### src/verilog/adcc_defines.svh
`ifndef ADCC_DEFINES_SVH
`define ADCC_DEFINES_SVH

// Register byte offsets
`define ADCC_OFF_CTRL0 8'h00
`define ADCC_OFF_CTRL1 8'h04
`define ADCC_OFF_CTRL2 8'h08
`define ADCC_OFF_RESH 8'h0c
`define ADCC_OFF_RESL 8'h10
`define ADCC_OFF_IRQST 8'h14
`define ADCC_OFF_IRQEN 8'h18
`define ADCC_OFF_GIE 8'h1c

// converter_control_0 fields
`define ADCC_C0_CHAN_LSB 0
`define ADCC_C0_FMT 4
`define ADCC_C0_PWR 5
`define ADCC_C0_BUSY 6
`define ADCC_C0_START 7
// converter_control_1 fields
`define ADCC_C1_DIV_LSB 0
`define ADCC_C1_SRC_LSB 4
// converter_control_2 fields
`define ADCC_C2_REF_LSB 2

// Reset values
`define ADCC_RST_CHAN 4'h0
`define ADCC_RST_DIV 3'h0
`define ADCC_RST_SRC 4'h0
`define ADCC_RST_REF 2'h0
`define ADCC_RST_RESULT 12'h000

// Conversion timing in converter clocks
`define ADCC_SAMPLE_CLKS 4'h4
`define ADCC_CONV_CLKS 4'hc
`define ADCC_RES_MSB 4'hb

`endif

### src/verilog/adcc_pkg.sv
`default_nettype none
package adcc_pkg;

   // Gray coded along idle -> sample -> convert
   typedef enum logic [1:0] {
      ADCC_IDLE = 2'h0,
      ADCC_SAMPLE = 2'h1,
      ADCC_CONVERT = 2'h3
   } adcc_state_e;

   typedef enum logic [2:0] {
      ADCC_INT_NONE = 3'h0,
      ADCC_INT_SUPPLY = 3'h1,
      ADCC_INT_SUPPLY_DIV2 = 3'h2,
      ADCC_INT_SUPPLY_DIV4 = 3'h3,
      ADCC_INT_GROUND = 3'h4,
      ADCC_INT_AMP = 3'h5,
      ADCC_INT_AMP_DIV2 = 3'h6,
      ADCC_INT_AMP_DIV4 = 3'h7
   } adcc_intsrc_e;

   typedef enum logic [1:0] {
      ADCC_REF_SUPPLY = 2'h0,
      ADCC_REF_PIN = 2'h1,
      ADCC_REF_AMP = 2'h2
   } adcc_ref_e;

   typedef struct packed {
      logic extConnect;
      logic [3:0] extChan;
      adcc_intsrc_e intSrc;
   } adcc_route_s;

   typedef struct packed {
      logic powerOn;
      logic sampling;
      logic converting;
      logic [11:0] trialCode;
      adcc_route_s route;
      adcc_ref_e refSel;
   } adcc_analog_s;

endpackage : adcc_pkg
`default_nettype wire
### src/verilog/adcc_conversion_control.sv
// Behaviour
// RQ1: a conversion launches when software pulses the start bit high then low.
// RQ2: busy flag is set on launch and stays set throughout the conversion.
// RQ3: at completion busy clears and the interrupt request flag sets together.
// RQ4: interrupt output only when request pending and both enables are set.
// RQ5: software sets global and converter interrupt enables before starting.
// RQ6: with interrupt disabled, software polls busy until it reads zero.
// RQ7: converter clock is system clock divided by 1..128 by 3-bit select.
// RQ8: software picks a divider keeping the converter clock period in range.
// RQ9: power enable must be high to convert; software waits for settling.
// RQ10: conversion takes 4 sampling plus 12 converting clocks, 16 in total.
// RQ11: 12-bit result, reference input gives full scale fff.
// RQ12: completed result held in high and low result bytes after busy falls.
// RQ13: source codes 0000, 0100, 11xx route the selected external channel.
// RQ14: other source codes pick an internal signal and disconnect the channel.
// RQ15: format bit chooses how the result spreads over the two bytes.
// RQ16: format clear left-justifies, set right-justifies, unused bits zero.
// RQ17: reference select 00 supply, 01 reference pin, 1x amplifier output.
// RQ18: internal codes map to supply, amplifier fractions and analog ground.
`timescale 1ns/1ns
`default_nettype none
`include "adcc_defines.svh"

module adcc_conversion_control (
   // Clock and reset
   input wire logic clk,
   input wire logic reset,
   // Avalon-MM slave
   input wire logic [7:0] address,
   input wire logic read,
   input wire logic write,
   input wire logic [31:0] writedata,
   input wire logic [3:0] byteenable,
   output logic [31:0] readdata,
   output logic waitrequest,
   // Analog side
   input wire logic cmpAbove,
   output adcc_pkg::adcc_analog_s analogCtrl,
   // Interrupt
   output logic irq
);

   function automatic logic [6:0] divLimit(input logic [2:0] sel);
      divLimit = 7'((8'h01 << sel) - 8'h01);
   endfunction : divLimit

   function automatic adcc_pkg::adcc_route_s decodeRoute(input logic [3:0] src, input logic [3:0] chan);
      adcc_pkg::adcc_route_s r;
      r.extChan = chan;
      r.extConnect = 1'b0;
      r.intSrc = adcc_pkg::ADCC_INT_NONE;
      if (src == 4'h0 || src == 4'h4 || src[3:2] == 2'h3) begin
         r.extConnect = 1'b1; // RQ13
      end else if (src[3:2] == 2'h2) begin
         r.intSrc = adcc_pkg::ADCC_INT_GROUND; // RQ18
      end else begin
         r.intSrc = adcc_pkg::adcc_intsrc_e'(src[2:0]); // RQ14 RQ18
      end
      decodeRoute = r;
   endfunction : decodeRoute

   // Software visible state
   logic [3:0] chanQ;
   logic fmtQ;
   logic powerQ;
   logic startQ;
   logic startPrevQ;
   logic [2:0] divSelQ;
   logic [3:0] srcQ;
   logic [1:0] refQ;
   logic irqStatQ;
   logic irqEnQ;
   logic gieQ;
   logic busyQ;
   logic [11:0] resultQ;

   // Bus handshake
   logic ackQ;
   logic busReq;
   logic wrTake;
   logic [31:0] rdData_d;
   logic [7:0] wb;

   // Conversion engine
   adcc_pkg::adcc_state_e stateQ;
   logic [6:0] divCntQ;
   logic [3:0] phaseCntQ;
   logic [3:0] bitIdxQ;
   logic [11:0] sarQ;
   logic cmpMetaQ;
   logic cmpSyncQ;
   logic tick;
   logic launch;
   logic done;
   logic [11:0] trial;
   logic [7:0] resHigh;
   logic [7:0] resLow;

   assign busReq = read | write;
   // One wait state on every access so read data can come from a flop
   assign waitrequest = busReq & ~ackQ;
   assign wrTake = write & ackQ & byteenable[0];
   assign wb = writedata[7:0];

   always_ff @(posedge clk) begin
      if (reset) begin
         ackQ <= 1'b0;
      end else begin
         ackQ <= busReq & ~ackQ;
      end
   end

   // Result arrangement over the two bytes
   always_comb begin
      if (fmtQ) begin
         resHigh = {4'h0, resultQ[11:8]}; // RQ15 RQ16
         resLow = resultQ[7:0];
      end else begin
         resHigh = resultQ[11:4]; // RQ16
         resLow = {resultQ[3:0], 4'h0};
      end
   end

   always_comb begin
      rdData_d = 32'h0000_0000;
      if (address == `ADCC_OFF_CTRL0) begin
         rdData_d[7:0] = {startQ, busyQ, powerQ, fmtQ, chanQ}; // RQ6
      end else if (address == `ADCC_OFF_CTRL1) begin
         rdData_d[7:0] = {srcQ, 1'b0, divSelQ};
      end else if (address == `ADCC_OFF_CTRL2) begin
         rdData_d[7:0] = {4'h0, refQ, 2'h0};
      end else if (address == `ADCC_OFF_RESH) begin
         rdData_d[7:0] = resHigh; // RQ12
      end else if (address == `ADCC_OFF_RESL) begin
         rdData_d[7:0] = resLow; // RQ12
      end else if (address == `ADCC_OFF_IRQST) begin
         rdData_d[0] = irqStatQ;
      end else if (address == `ADCC_OFF_IRQEN) begin
         rdData_d[0] = irqEnQ;
      end else if (address == `ADCC_OFF_GIE) begin
         rdData_d[0] = gieQ;
      end
   end

   always_ff @(posedge clk) begin
      if (reset) begin
         readdata <= 32'h0000_0000;
      end else if (read & ~ackQ) begin
         readdata <= rdData_d;
      end
   end

   // Control registers
   always_ff @(posedge clk) begin
      if (reset) begin
         chanQ <= `ADCC_RST_CHAN;
         fmtQ <= 1'b0;
         powerQ <= 1'b0;
         startQ <= 1'b0;
         divSelQ <= `ADCC_RST_DIV;
         srcQ <= `ADCC_RST_SRC;
         refQ <= `ADCC_RST_REF;
         irqEnQ <= 1'b0;
         gieQ <= 1'b0;
      end else if (wrTake) begin
         if (address == `ADCC_OFF_CTRL0) begin
            chanQ <= wb[`ADCC_C0_CHAN_LSB +: 4];
            fmtQ <= wb[`ADCC_C0_FMT];
            powerQ <= wb[`ADCC_C0_PWR];
            startQ <= wb[`ADCC_C0_START];
         end else if (address == `ADCC_OFF_CTRL1) begin
            divSelQ <= wb[`ADCC_C1_DIV_LSB +: 3];
            srcQ <= wb[`ADCC_C1_SRC_LSB +: 4];
         end else if (address == `ADCC_OFF_CTRL2) begin
            refQ <= wb[`ADCC_C2_REF_LSB +: 2];
         end else if (address == `ADCC_OFF_IRQEN) begin
            irqEnQ <= wb[0];
         end else if (address == `ADCC_OFF_GIE) begin
            gieQ <= wb[0];
         end
      end
   end

   // Launch on the falling half of a high-low start pulse
   always_ff @(posedge clk) begin
      if (reset) begin
         startPrevQ <= 1'b0;
      end else begin
         startPrevQ <= startQ;
      end
   end
   assign launch = startPrevQ & ~startQ & powerQ; // RQ1 RQ9

   // Converter clock divider, restarted on launch so the first period is whole
   assign tick = (divCntQ == divLimit(divSelQ)); // RQ7
   always_ff @(posedge clk) begin
      if (reset) begin
         divCntQ <= 7'h00;
      end else if (launch || tick || stateQ == adcc_pkg::ADCC_IDLE) begin
         divCntQ <= 7'h00;
      end else begin
         divCntQ <= divCntQ + 7'h01;
      end
   end

   // Comparator arrives from the analog domain
   always_ff @(posedge clk) begin
      if (reset) begin
         cmpMetaQ <= 1'b0;
         cmpSyncQ <= 1'b0;
      end else begin
         cmpMetaQ <= cmpAbove;
         cmpSyncQ <= cmpMetaQ;
      end
   end

   assign trial = sarQ | (12'h001 << bitIdxQ);
   assign done = (stateQ == adcc_pkg::ADCC_CONVERT) && tick && (bitIdxQ == 4'h0) && powerQ;

   // Sample then successive approximation, one bit per converter clock
   always_ff @(posedge clk) begin
      if (reset) begin
         stateQ <= adcc_pkg::ADCC_IDLE;
         phaseCntQ <= 4'h0;
         bitIdxQ <= 4'h0;
         sarQ <= 12'h000;
      end else if (launch) begin
         // A new pulse during a conversion restarts it from sampling
         stateQ <= adcc_pkg::ADCC_SAMPLE;
         phaseCntQ <= 4'h0;
         bitIdxQ <= `ADCC_RES_MSB;
         sarQ <= 12'h000;
      end else if (!powerQ) begin
         // Power removed aborts without a completion event
         stateQ <= adcc_pkg::ADCC_IDLE;
      end else begin
         case (stateQ)
            adcc_pkg::ADCC_SAMPLE: begin
               if (tick) begin
                  if (phaseCntQ == `ADCC_SAMPLE_CLKS - 4'h1) begin
                     stateQ <= adcc_pkg::ADCC_CONVERT; // RQ10
                  end
                  phaseCntQ <= phaseCntQ + 4'h1;
               end
            end
            adcc_pkg::ADCC_CONVERT: begin
               if (tick) begin
                  if (cmpSyncQ) begin
                     sarQ <= trial; // RQ11
                  end
                  phaseCntQ <= phaseCntQ + 4'h1;
                  bitIdxQ <= bitIdxQ - 4'h1;
                  if (bitIdxQ == 4'h0) begin
                     stateQ <= adcc_pkg::ADCC_IDLE; // RQ10
                  end
               end
            end
            default: begin
               stateQ <= adcc_pkg::ADCC_IDLE;
            end
         endcase
      end
   end

   always_ff @(posedge clk) begin
      if (reset) begin
         resultQ <= `ADCC_RST_RESULT;
      end else if (done) begin
         resultQ <= cmpSyncQ ? trial : sarQ; // RQ11 RQ12
      end
   end

   always_ff @(posedge clk) begin
      if (reset) begin
         busyQ <= 1'b0;
      end else if (launch) begin
         busyQ <= 1'b1; // RQ2
      end else if (done || !powerQ) begin
         busyQ <= 1'b0; // RQ3
      end
   end

   // Request flag: write one clears, a completion in the same cycle wins
   always_ff @(posedge clk) begin
      if (reset) begin
         irqStatQ <= 1'b0;
      end else begin
         irqStatQ <= (irqStatQ & ~(wrTake && address == `ADCC_OFF_IRQST && wb[0])) | done; // RQ3
      end
   end

   always_ff @(posedge clk) begin
      if (reset) begin
         irq <= 1'b0;
      end else begin
         irq <= irqStatQ & irqEnQ & gieQ; // RQ4 RQ5
      end
   end

   // Analog controls come from flops so the analog side sees clean levels
   always_ff @(posedge clk) begin
      if (reset) begin
         analogCtrl <= '0;
      end else begin
         analogCtrl.powerOn <= powerQ; // RQ9
         analogCtrl.sampling <= (stateQ == adcc_pkg::ADCC_SAMPLE);
         analogCtrl.converting <= (stateQ == adcc_pkg::ADCC_CONVERT);
         analogCtrl.trialCode <= trial;
         analogCtrl.route <= decodeRoute(srcQ, chanQ); // RQ13 RQ14
         analogCtrl.refSel <= refQ[1] ? adcc_pkg::ADCC_REF_AMP : adcc_pkg::adcc_ref_e'(refQ); // RQ17
      end
   end

endmodule : adcc_conversion_control
`default_nettype wire

### config.mk
export PLATFORM = sky130hd
export DESIGN_NAME = adcc_conversion_control
export DESIGN_NICKNAME = d
export VERILOG_FILES = /design/src/verilog/adcc_pkg.sv /design/src/verilog/adcc_conversion_control.sv
export VERILOG_INCLUDE_DIRS = /design/src /design/src/verilog
export SDC_FILE = /design/constraint.sdc
export NUM_CORES = 1
export LEC_CHECK = 0
export BUFFER_PORTS_ARGS = -buffer_cell sky130_fd_sc_hd__buf_2
export CAP_MARGIN = 10
export CELL_PAD_IN_SITES_DETAIL_PLACEMENT = 0
export CELL_PAD_IN_SITES_GLOBAL_PLACEMENT = 1
export CORE_UTILIZATION = 42
export DETAILED_ROUTE_END_ITERATION = 8
export GPL_ROUTABILITY_DRIVEN = 0
export GPL_TIMING_DRIVEN = 0
export PLACE_DENSITY = 0.82
export REMOVE_ABC_BUFFERS = 1
export SLEW_MARGIN = 40
export SYNTH_ARGS = -nofsm -noshare
export SYNTH_HDL_FRONTEND = slang
export SYNTH_SLANG_ARGS = --single-unit
export TNS_END_PERCENT = 50
### constraint.sdc
create_clock -name clk -period 2.8 [get_ports clk]
set_input_delay 0.14 -clock clk [delete_from_list [all_inputs] [get_ports clk]]
set_output_delay 0.14 -clock clk [all_outputs]
set_load 0.05 [all_outputs]
== Word-level counts from Yosys, hierarchy flattened ==
Cells that the tools add are included.
Storage, ports and cells
  word-level logic and storage cells: 147
  output and inout port bits: 59
  register bits: 99
Operators by class
  reductions and logical operators: 36
  equal/unequal tests: 22
  shift-type cells: 2
  add/sub/neg operators: 4
  mux-type cells: 28
  bitwise operators: 20
Operators by type and width (number)
  two-way mux 8 bit: 6
  == test 8 x 5 -> 1 bit (second input constant): 4
  == test 8 x 4 -> 1 bit (second input constant): 2
  two-way mux 4 bit: 4
  != test 4 bit (second input constant): 4
  two-way mux 12 bit: 1
  OR 12 bit: 1
  AND reduction 3 bit: 4
  AND reduction 4 bit: 3
  << shifter 1 x 4 -> 12 bit (first input constant): 1
  two-way mux 2 bit: 5
  OR reduction 2 bit: 5
  bitwise AND 1 bit: 9
  two-way mux 1 bit: 9
  == test 8 x 3 -> 1 bit (second input constant): 1
  logical NOT 4 bit: 2
  logical NOT 8 bit: 1
  != test 2 bit (second input constant): 4
  inverter 1 bit: 8
  nonzero test 2 bit: 4
  adder 7 x 1 -> 7 bit (second input constant): 1
  == test 7 bit: 1
  two-way mux 7 bit: 1
  << shifter 1 x 3 -> 7 bit (first input constant): 1
  18 further kinds: 30

== Depth between registers and ports, before layout ==
Gate-level depths: netlist of run 1.
  depth in word-level cells: 9
  mapped depth: 9
  gate-level depth less buffers: 6

== Worst setup path before layout of run 1 ==
No wires, ideal clock.
  path kind: reg2reg
  start point: reg divCntQ[2]
  end point: reg phaseCntQ[3]
  library setup time: 0.070 ns
  stages on the path, launching flop included: 9
  setup slack: 0.944 ns
  required time: 2.730 ns
  data arrival time: 1.786 ns
  clock period less this slack: 1.856 ns
  cell sequence: dfxtp_1 clkbuf_2 nand4_1 a21oi_1 a2bb2oi_1 nand4_1 buf_2 or4_1 a21oi_1
On the way
  word-level cells in the longest chain between the ends: 2
RTL lines
  start: declaration: RTL line adcc_conversion_control.sv:86  | logic [6:0] divCntQ;
  start signal: assignment: RTL line adcc_conversion_control.sv:202  | divCntQ <= divCntQ + 7'h01;
  == test 7 bit: RTL line adcc_conversion_control.sv:195  | assign tick = (divCntQ == divLimit(divSelQ));
  AND reduction 3 bit (no line)
  end signal: assignment: RTL line adcc_conversion_control.sv:243  | phaseCntQ <= phaseCntQ + 4'h1;
  end signal: assignment: RTL line adcc_conversion_control.sv:251  | phaseCntQ <= phaseCntQ + 4'h1;
  end: declaration: RTL line adcc_conversion_control.sv:87  | logic [3:0] phaseCntQ;
Every way passes these cells.
A chain may end at the register's enable or synchronous reset.

== Worst setup path in the final report of run 1 ==
  start point: reg divCntQ[2]
  end point: reg resultQ[3]
On the way
  word-level cells in the longest chain between the ends: 4
RTL lines
  == test 7 bit: RTL line adcc_conversion_control.sv:195
  logical AND 1 bit (3 in a row): RTL line adcc_conversion_control.sv:218  | assign done = (stateQ == adcc_pkg::ADCC_CONVERT) && tick && (bitIdxQ == 4'h0) && powerQ;
  end signal: assignment: RTL line adcc_conversion_control.sv:267  | resultQ <= `ADCC_RST_RESULT;
  end signal: assignment: RTL line adcc_conversion_control.sv:269  | resultQ <= cmpSyncQ ? trial : sarQ;
  end: declaration: RTL line adcc_conversion_control.sv:75  | logic [11:0] resultQ;
Every way passes these cells.

==> run_results.csv, run 1 <==
group,metric,value,unit
floorplan,die_w,106,um
yosys,synth_area_leader_cell,"dfxtp_1",
placement,dpl.hpwl,6.99,mm
layout,final_util,0.475,
floorplan,pin_count,108,
run_status,status,"finished, final reports clean",
routing,wl,10.1,mm
routing,viasPerCell,5.45,
yosys,synthCells,527,
timing,clock.fmax,0.421,GHz
clock_network,clkSinkCount,99,
power_and_ir_drop,p_leak,0.00181,uW
yosys,ys_warn_count,0,
timing,rsz0062_at_grt,"no",
layout,drive_gt1_frac,0.163,
yosys,yosysUniqueCellTypes,62,
routing,drc_errors,0,
layout,stdcell_area,4930,um^2
worst_hold_path,worstHoldPathType,"input pin to register",
clock_network,clock_latency,380,ps
setup_path,required,3020,ps
layout,seq_area,1980,um^2
floorplan,die-area,11100,um^2
setup_path,cp-end-kind,"register",
yosys,synth_flop_cell,"dfxtp_1",
clock_network,clk_pin_slew_worst_paths,100,ps
power_and_ir_drop,power.density,513,nW/um^2
yosys,synth_most_common_cell,"dfxtp_1",
grt,gr-total-overflow,0,
floorplan,die_h,106,um
layout,nets,611,
placement,placed_area,4710,um^2
timing,finalSetupViolCount,0,
floorplan,fp.coreArea,10400,um^2
routing,wl_per_cell,14.5,um
yosys,synth_top_cell_area_share,0.440,
timing,min_period,2370,ps
timing,tightest_slew,783,ps
setup_path,cp-start-kind,"register",
grt,grt_pass1_vias,3457,
grt,grt_use_total,0.191,
clock_network,cts_made_buffers,9,
timing,maxSlewHeadroom,0.478,
power_and_ir_drop,vdd_drop_max,0.259,mV
yosys,synthArstFlopShare,0,
grt,grt_max_degree,75,
layout,diodes,0,
routing,via_count,3794,
floorplan,initial_core_util,0.434,
setup_path,cp.arrival,2600,ps
layout,layout.cells.non_filler,696,
placement,dp_cells,679,
yosys,syn_area_per_cell,8.55,um^2
grt,grt_pass1_wl,17.0,mm
clock_network,clk_path_buf_depth,2,
setup_path,cp_max_fo,12,
placement,port_buffers,56,
timing,fin_crit_sh,0.848,
clock_network,h-tree-depth,3,
routing,drt-initial-drc-count,128,
yosys,synthesis.area,4510,um^2
setup_path,reg2reg_slack,430,ps
routing,ant_nets,0,
layout,nFillCells,1025,
timing,setup_ws,426,ps
yosys,synth-seq-cells,99,
clock_network,cts_setup_buffers,0,
flow_run,maxCapViolCount,0,
layout,synthToLayoutAreaGrowth,9.36,%
yosys,synthTopCellsByCount,"dfxtp_1 (99), nor2_1 (71), a21oi_1 (58), clkbuf_1 (29), nand2_1 (25)",
yosys,ys_top_cells_by_area,"dfxtp_1 (44%), a21oi_1 (6.4%), nor2_1 (5.9%), mux2i_1 (4.2%), buf_4 (4.0%)",
clock_network,cts_tree,"done",
timing,drv_slew,0,
setup_path,worstSetupPathType,"register to register",
yosys,synth_edf_count,0,
routing,dr.pass1.iters,4,
layout,multi_input_area,2240,um^2
yosys,ys_seq_area_frac,0.440,
timing,finalHoldViolations,0,
timing,fin_worst_skew,9.77,ps
floorplan,rows,37,
clock_network,root_buffer,"clkbuf_8",
grt,antenna_found_initial,0,
placement,place_ws,326,ps
==> layout make-up <==
class | instances | area share
multi-input cells | 376 | 0.454
flip-flops and latches | 99 | 0.402
repair buffers | 57 | 0.0594
clock buffers | 13 | 0.0363
well taps | 136 | 0.0345
inverters | 12 | 0.00914
clock inverters | 3 | 0.00406
==> final timing paths <==
kind,from,cells past startpoint,endpoint
setup reg to reg,divCntQ[2],6,resultQ[3]
setup / recovery,divCntQ[2],6,resultQ[3]
hold / removal,writedata[3],3,chanQ[3]
hold reg to reg,cmpMetaQ,1,cmpSyncQ
==> layout by cell type (no fill, tap or decap), types with 4 or more instances in the layout <==
master / n
nor3_1: 12
nor2b_1: 14
nand4_1: 6
a21oi_1: 58
a41oi_1: 10
conb_1: 24
o21ai_0: 19
buf_2: 55
mux2i_1: 19
clkbuf_8: 13
o22ai_1: 4
inv_1: 12
nand3_1: 14
nand2b_1: 7
ha_1: 7
a31oi_1: 6
dfxtp_1: 99
a211oi_1: 13
a221oi_1: 5
nor2_1: 70
nor3b_1: 5
nand2_1: 25
xnor2_1: 4
==> sequential cells by signal, indices dropped and copies added, names as in the netlist, 3 cells and up <==
name and cells:
analogCtrl 25, bitIdxQ 4, chanQ 4, divCntQ 7
divSelQ 3, phaseCntQ 4, readdata 8, resultQ 12
sarQ 12, srcQ 4
==> cells by family (layout without fill, tap and decap cells) <==
| logic type | count (synthesis) | in the layout | share of synthesized area |
|---|---|---|---|
| AOI/OAI and AO/OA | 136 | 136 | 0.190 |
| xor gates and xnor gates | 5 | 5 | 0.00972 |
| adders and majority gates | 7 | 7 | 0.0194 |
| buffers and inverters | 75 | 85 | 0.0858 |
| DFF | 99 | 99 | 0.440 |
| muxes | 20 | 20 | 0.0447 |
| other | 1 | 24 | 0.000832 |
| and+or+nand+nor | 184 | 184 | 0.210 |
==> per-stage QoR <==
| step | setup TNS, ps | power (uW) | hold WS [ps] |
|---|---|---|---|
| 3_3_place_gp | -148 | 1650 | 347 |
| 3_5_place_dp | 0 | 1650 | 354 |
| 2_1_floorplan | 0 | 1590 | 209 |
| 5_1_grt | 0 | 2640 | 9.96 |
| 6_report | 0 | 2530 | 15.4 |
| 4_1_cts | 0 | 2560 | 3.07 |
==> per-layer routing <==
layer	up-vias	part of all wire	global-route usage
met1	1827	0.47	0.249
met3	15	0.040	0.0451
met5	-	0	0
met2	81	0.47	0.309
met4	0	0.016	0.0694
li1	1871	-	-
==> power by group <==
group          leakage, uW  total, uW  switching, uW  internal [uW]
clock network    0.0000977        906            487            419
logic             0.000911        201            164           37.0
registers         0.000799       1420           6.18           1420
total              0.00181       2530            658           1870
==> repair_timing <==
action                     CTS  global route
hold endpoints to repair     1             0
setup endpoints to repair    0             4
hold buffers                 1             0
resized for setup            0             1
==> worst max-delay path, cell delays in order (launching register included) <==
cell	delay (ps)
dfxtp_1	480
nand4_1	160
a21oi_1	150
a2bb2oi_1	280
nand4_1	440
nor3_4	570
a211oi_1	150
No activity file was read; power rests on OpenSTA's default activity.
==> run 2: changes to the inputs <==
- CORE_UTILIZATION: 42 -> 39
- PLACE_DENSITY: 0.82 -> 0.77
- clock period: 2.8 -> 2.23 ns (I/O delays scaled with it)
==> run 2 against run 1 <==
Against the previous run: global-route usage shrank 0.58 points; clock skew fell by 2.4 ps; sequential share of layout area is 1.7 points lower; sequential cell count did not move; die area increased by 7.5%; largest cell class unchanged; critical endpoint is now resultQ[1]; wire length increased by 6.6%; design area grew 4.6%; maximum frequency grew 16%.
==> run_results.csv, run 2 (synthesized netlist as in run 1, its figures left out) <==
group,metric,value,unit
timing,rsz0062_at_grt,"no",
setup_path,cp-start-kind,"register",
layout,final_util,0.467,
routing,drc_errors,0,
timing,tightest_slew,770,ps
timing,min_period,2050,ps
grt,gr-total-overflow,0,
floorplan,initial_core_util,0.408,
clock_network,root_buffer,"clkbuf_16",
grt,grt_pass1_vias,3455,
flow_run,maxCapViolCount,0,
power_and_ir_drop,pwr-share-comb,0.070,
setup_path,r2r_start,"divCntQ[2]",
timing,drv_slew,0,
floorplan,die-area,12000,um^2
worst_hold_path,hold_end,"chanQ[3]",
timing,fin_crit_sh,0.920,
placement,dpl.hpwl,7.13,mm
setup_path,cp-end-kind,"register",
layout,final_common_cell,"dfxtp_1",
power_and_ir_drop,p_leak,0.00191,uW
setup_path,reg2reg_slack,180,ps
layout,diodes,0,
floorplan,pin_count,108,
clock_network,cts_tree,"done",
floorplan,rows,38,
setup_path,reg2reg_to,"resultQ[1]",
grt,grt_use_total,0.186,
worst_hold_path,worstHoldPathType,"input pin to register",
routing,wl,10.8,mm
clock_network,cts_made_buffers,9,
power_and_ir_drop,p_int,2780,uW
worst_hold_path,min_from,"writedata[3]",
timing,setup_tns,0,ps
layout,multi_input_area,2280,um^2
layout,seq_area,1990,um^2
power_and_ir_drop,clockPowerShare,0.442,
floorplan,fp.coreArea,11000,um^2
setup_path,cp.arrival,2310,ps
routing,dr.pass1.iters,4,
routing,via_count,3841,
placement,dp_cells,683,
routing,ant_nets,0,
layout,reg.largest.list,"analogCtrl: 25 flops, resultQ: 12 flops, sarQ: 12 flops",
power_and_ir_drop,power.density,711,nW/um^2
timing,fin_worst_skew,7.42,ps
layout,nFillCells,1097,
routing,drt-initial-drc-count,176,
placement,port_buffers,56,
worst_hold_path,whs_path_depth,3,
grt,grt_max_degree,75,
layout,drive_gt1_frac,0.182,
clock_network,clk_pin_slew_worst_paths,70,ps
power_and_ir_drop,seq_power_share,0.487,
grt,grt_pass1_wl,17.1,mm
routing,wl_per_cell,15.3,um
clock_network,clk_path_buf_depth,2,
power_and_ir_drop,p_switching,880,uW
floorplan,die_h,109,um
setup_path,r2r_cells,7,
layout,synthToLayoutAreaGrowth,14.4,%
power_and_ir_drop,vdd_drop_max,0.307,mV
setup_path,required,2490,ps
clock_network,h-tree-depth,3,
clock_network,clkSinkCount,99,
layout,largest_reg_flops,25,
layout,layout.cells.non_filler,707,
grt,antenna_found_initial,0,
floorplan,die_w,109,um
timing,maxSlewHeadroom,0.486,
layout,top_register,"analogCtrl",
power_and_ir_drop,switching_share,0.240,
setup_path,cp_max_fo,16,
clock_network,clock_latency,350,ps
timing,clock.fmax,0.487,GHz
run_status,status,"finished, final reports clean",
layout,nets,619,
setup_path,worstSetupPathType,"register to register",
layout,layout_common_cells,"dfxtp_1 (96), nor2_1 (69), a21oi_1 (58)",
power_and_ir_drop,p_total,3660,uW
timing,finalSetupViolCount,0,
timing,finalHoldViolations,0,
routing,viasPerCell,5.43,
[run 2: cell types whose count changed in the layout (fill, tap and decap cells not counted), moves of 3 or more]
cell	change
dfxtp_1	-3
buf_4	+5
clkbuf_8	-10
dfxtp_2	+3
clkbuf_16	+9
[run 2: timing repair]
| item | 4_1_cts | 5_1_grt |
|---|---|---|
| gates resized for setup | 4 | 8 |
| endpoints found under the hold margin | 2 | 0 |
| gates cloned | 0 | 1 |
| endpoints found under the setup margin | 23 | 24 |
| buffers inserted | 4 | 2 |
| hold buffers | 2 | 0 |
| pin swaps | 2 | 2 |
[run 2: cell type report]
| cell class | instances | area share |
|---|---|---|
| Clock inverter | 3 | 0.00898 |
| Inverter | 12 | 0.00874 |
| Sequential cell | 99 | 0.385 |
| Tap cell | 140 | 0.0340 |
| Clock buffer | 12 | 0.0517 |
| Multi-Input combinational cell | 377 | 0.442 |
| Timing Repair Buffer | 64 | 0.0699 |
[run 2: power by group through the flow]
stage                     clock network, uW  logic (uW)  registers (uW)
after floorplan                           0         146            1850
after global placement                    0         251            1830
after detailed placement                  0         253            1830
after CTS                              1660         257            1790
after global routing                   1720         274            1790
final                                  1620         257            1790
[run 2: worst max-delay path by stage]
stage / startpoint / endpoint / slack [ps] / cells after the start
after global routing: divCntQ[2] / divCntQ[3] / 20 / 7
after global placement: divCntQ[2] / resultQ[3] / -610 / 6
after detailed placement: divCntQ[0] / resultQ[6] / -230 / 6
after floorplan: divCntQ[2] / resultQ[0] / 20 / 6
final: divCntQ[2] / resultQ[1] / 180 / 7
after CTS: divCntQ[0] / stateQ[1] / 150 / 6
[run 2: per-layer routing]
layer | track usage | wire length (um) | vias up
met3 | 0.0338 | 457 | 11
met1 | 0.244 | 5130 | 1848
met5 | 0 | 0 | -
met4 | 0.0714 | 164 | 0
met2 | 0.302 | 5040 | 89
li1 | - | - | 1893
[run 2: critical path, stage by stage (launching register included)]
cell and delay (ps):
dfxtp_1 450, nand4_1 150, a21oi_1 200, a2bb2oi_2 210, buf_4 160, and4_2 480, a21oi_1 110, a211oi_1 210
[run 2: metrics by stage]
step / worst slack [ps] / cell area, um^2 / hold WS (ps)
floorplan: 24.0 / 4250 / 181
global placement: -607 / 4710 / 321
global route: 17.8 / 5160 / 34.1
CTS: 148 / 5090 / 22.6
detailed placement: -234 / 4710 / 327
finish: 178 / 5160 / 23.6
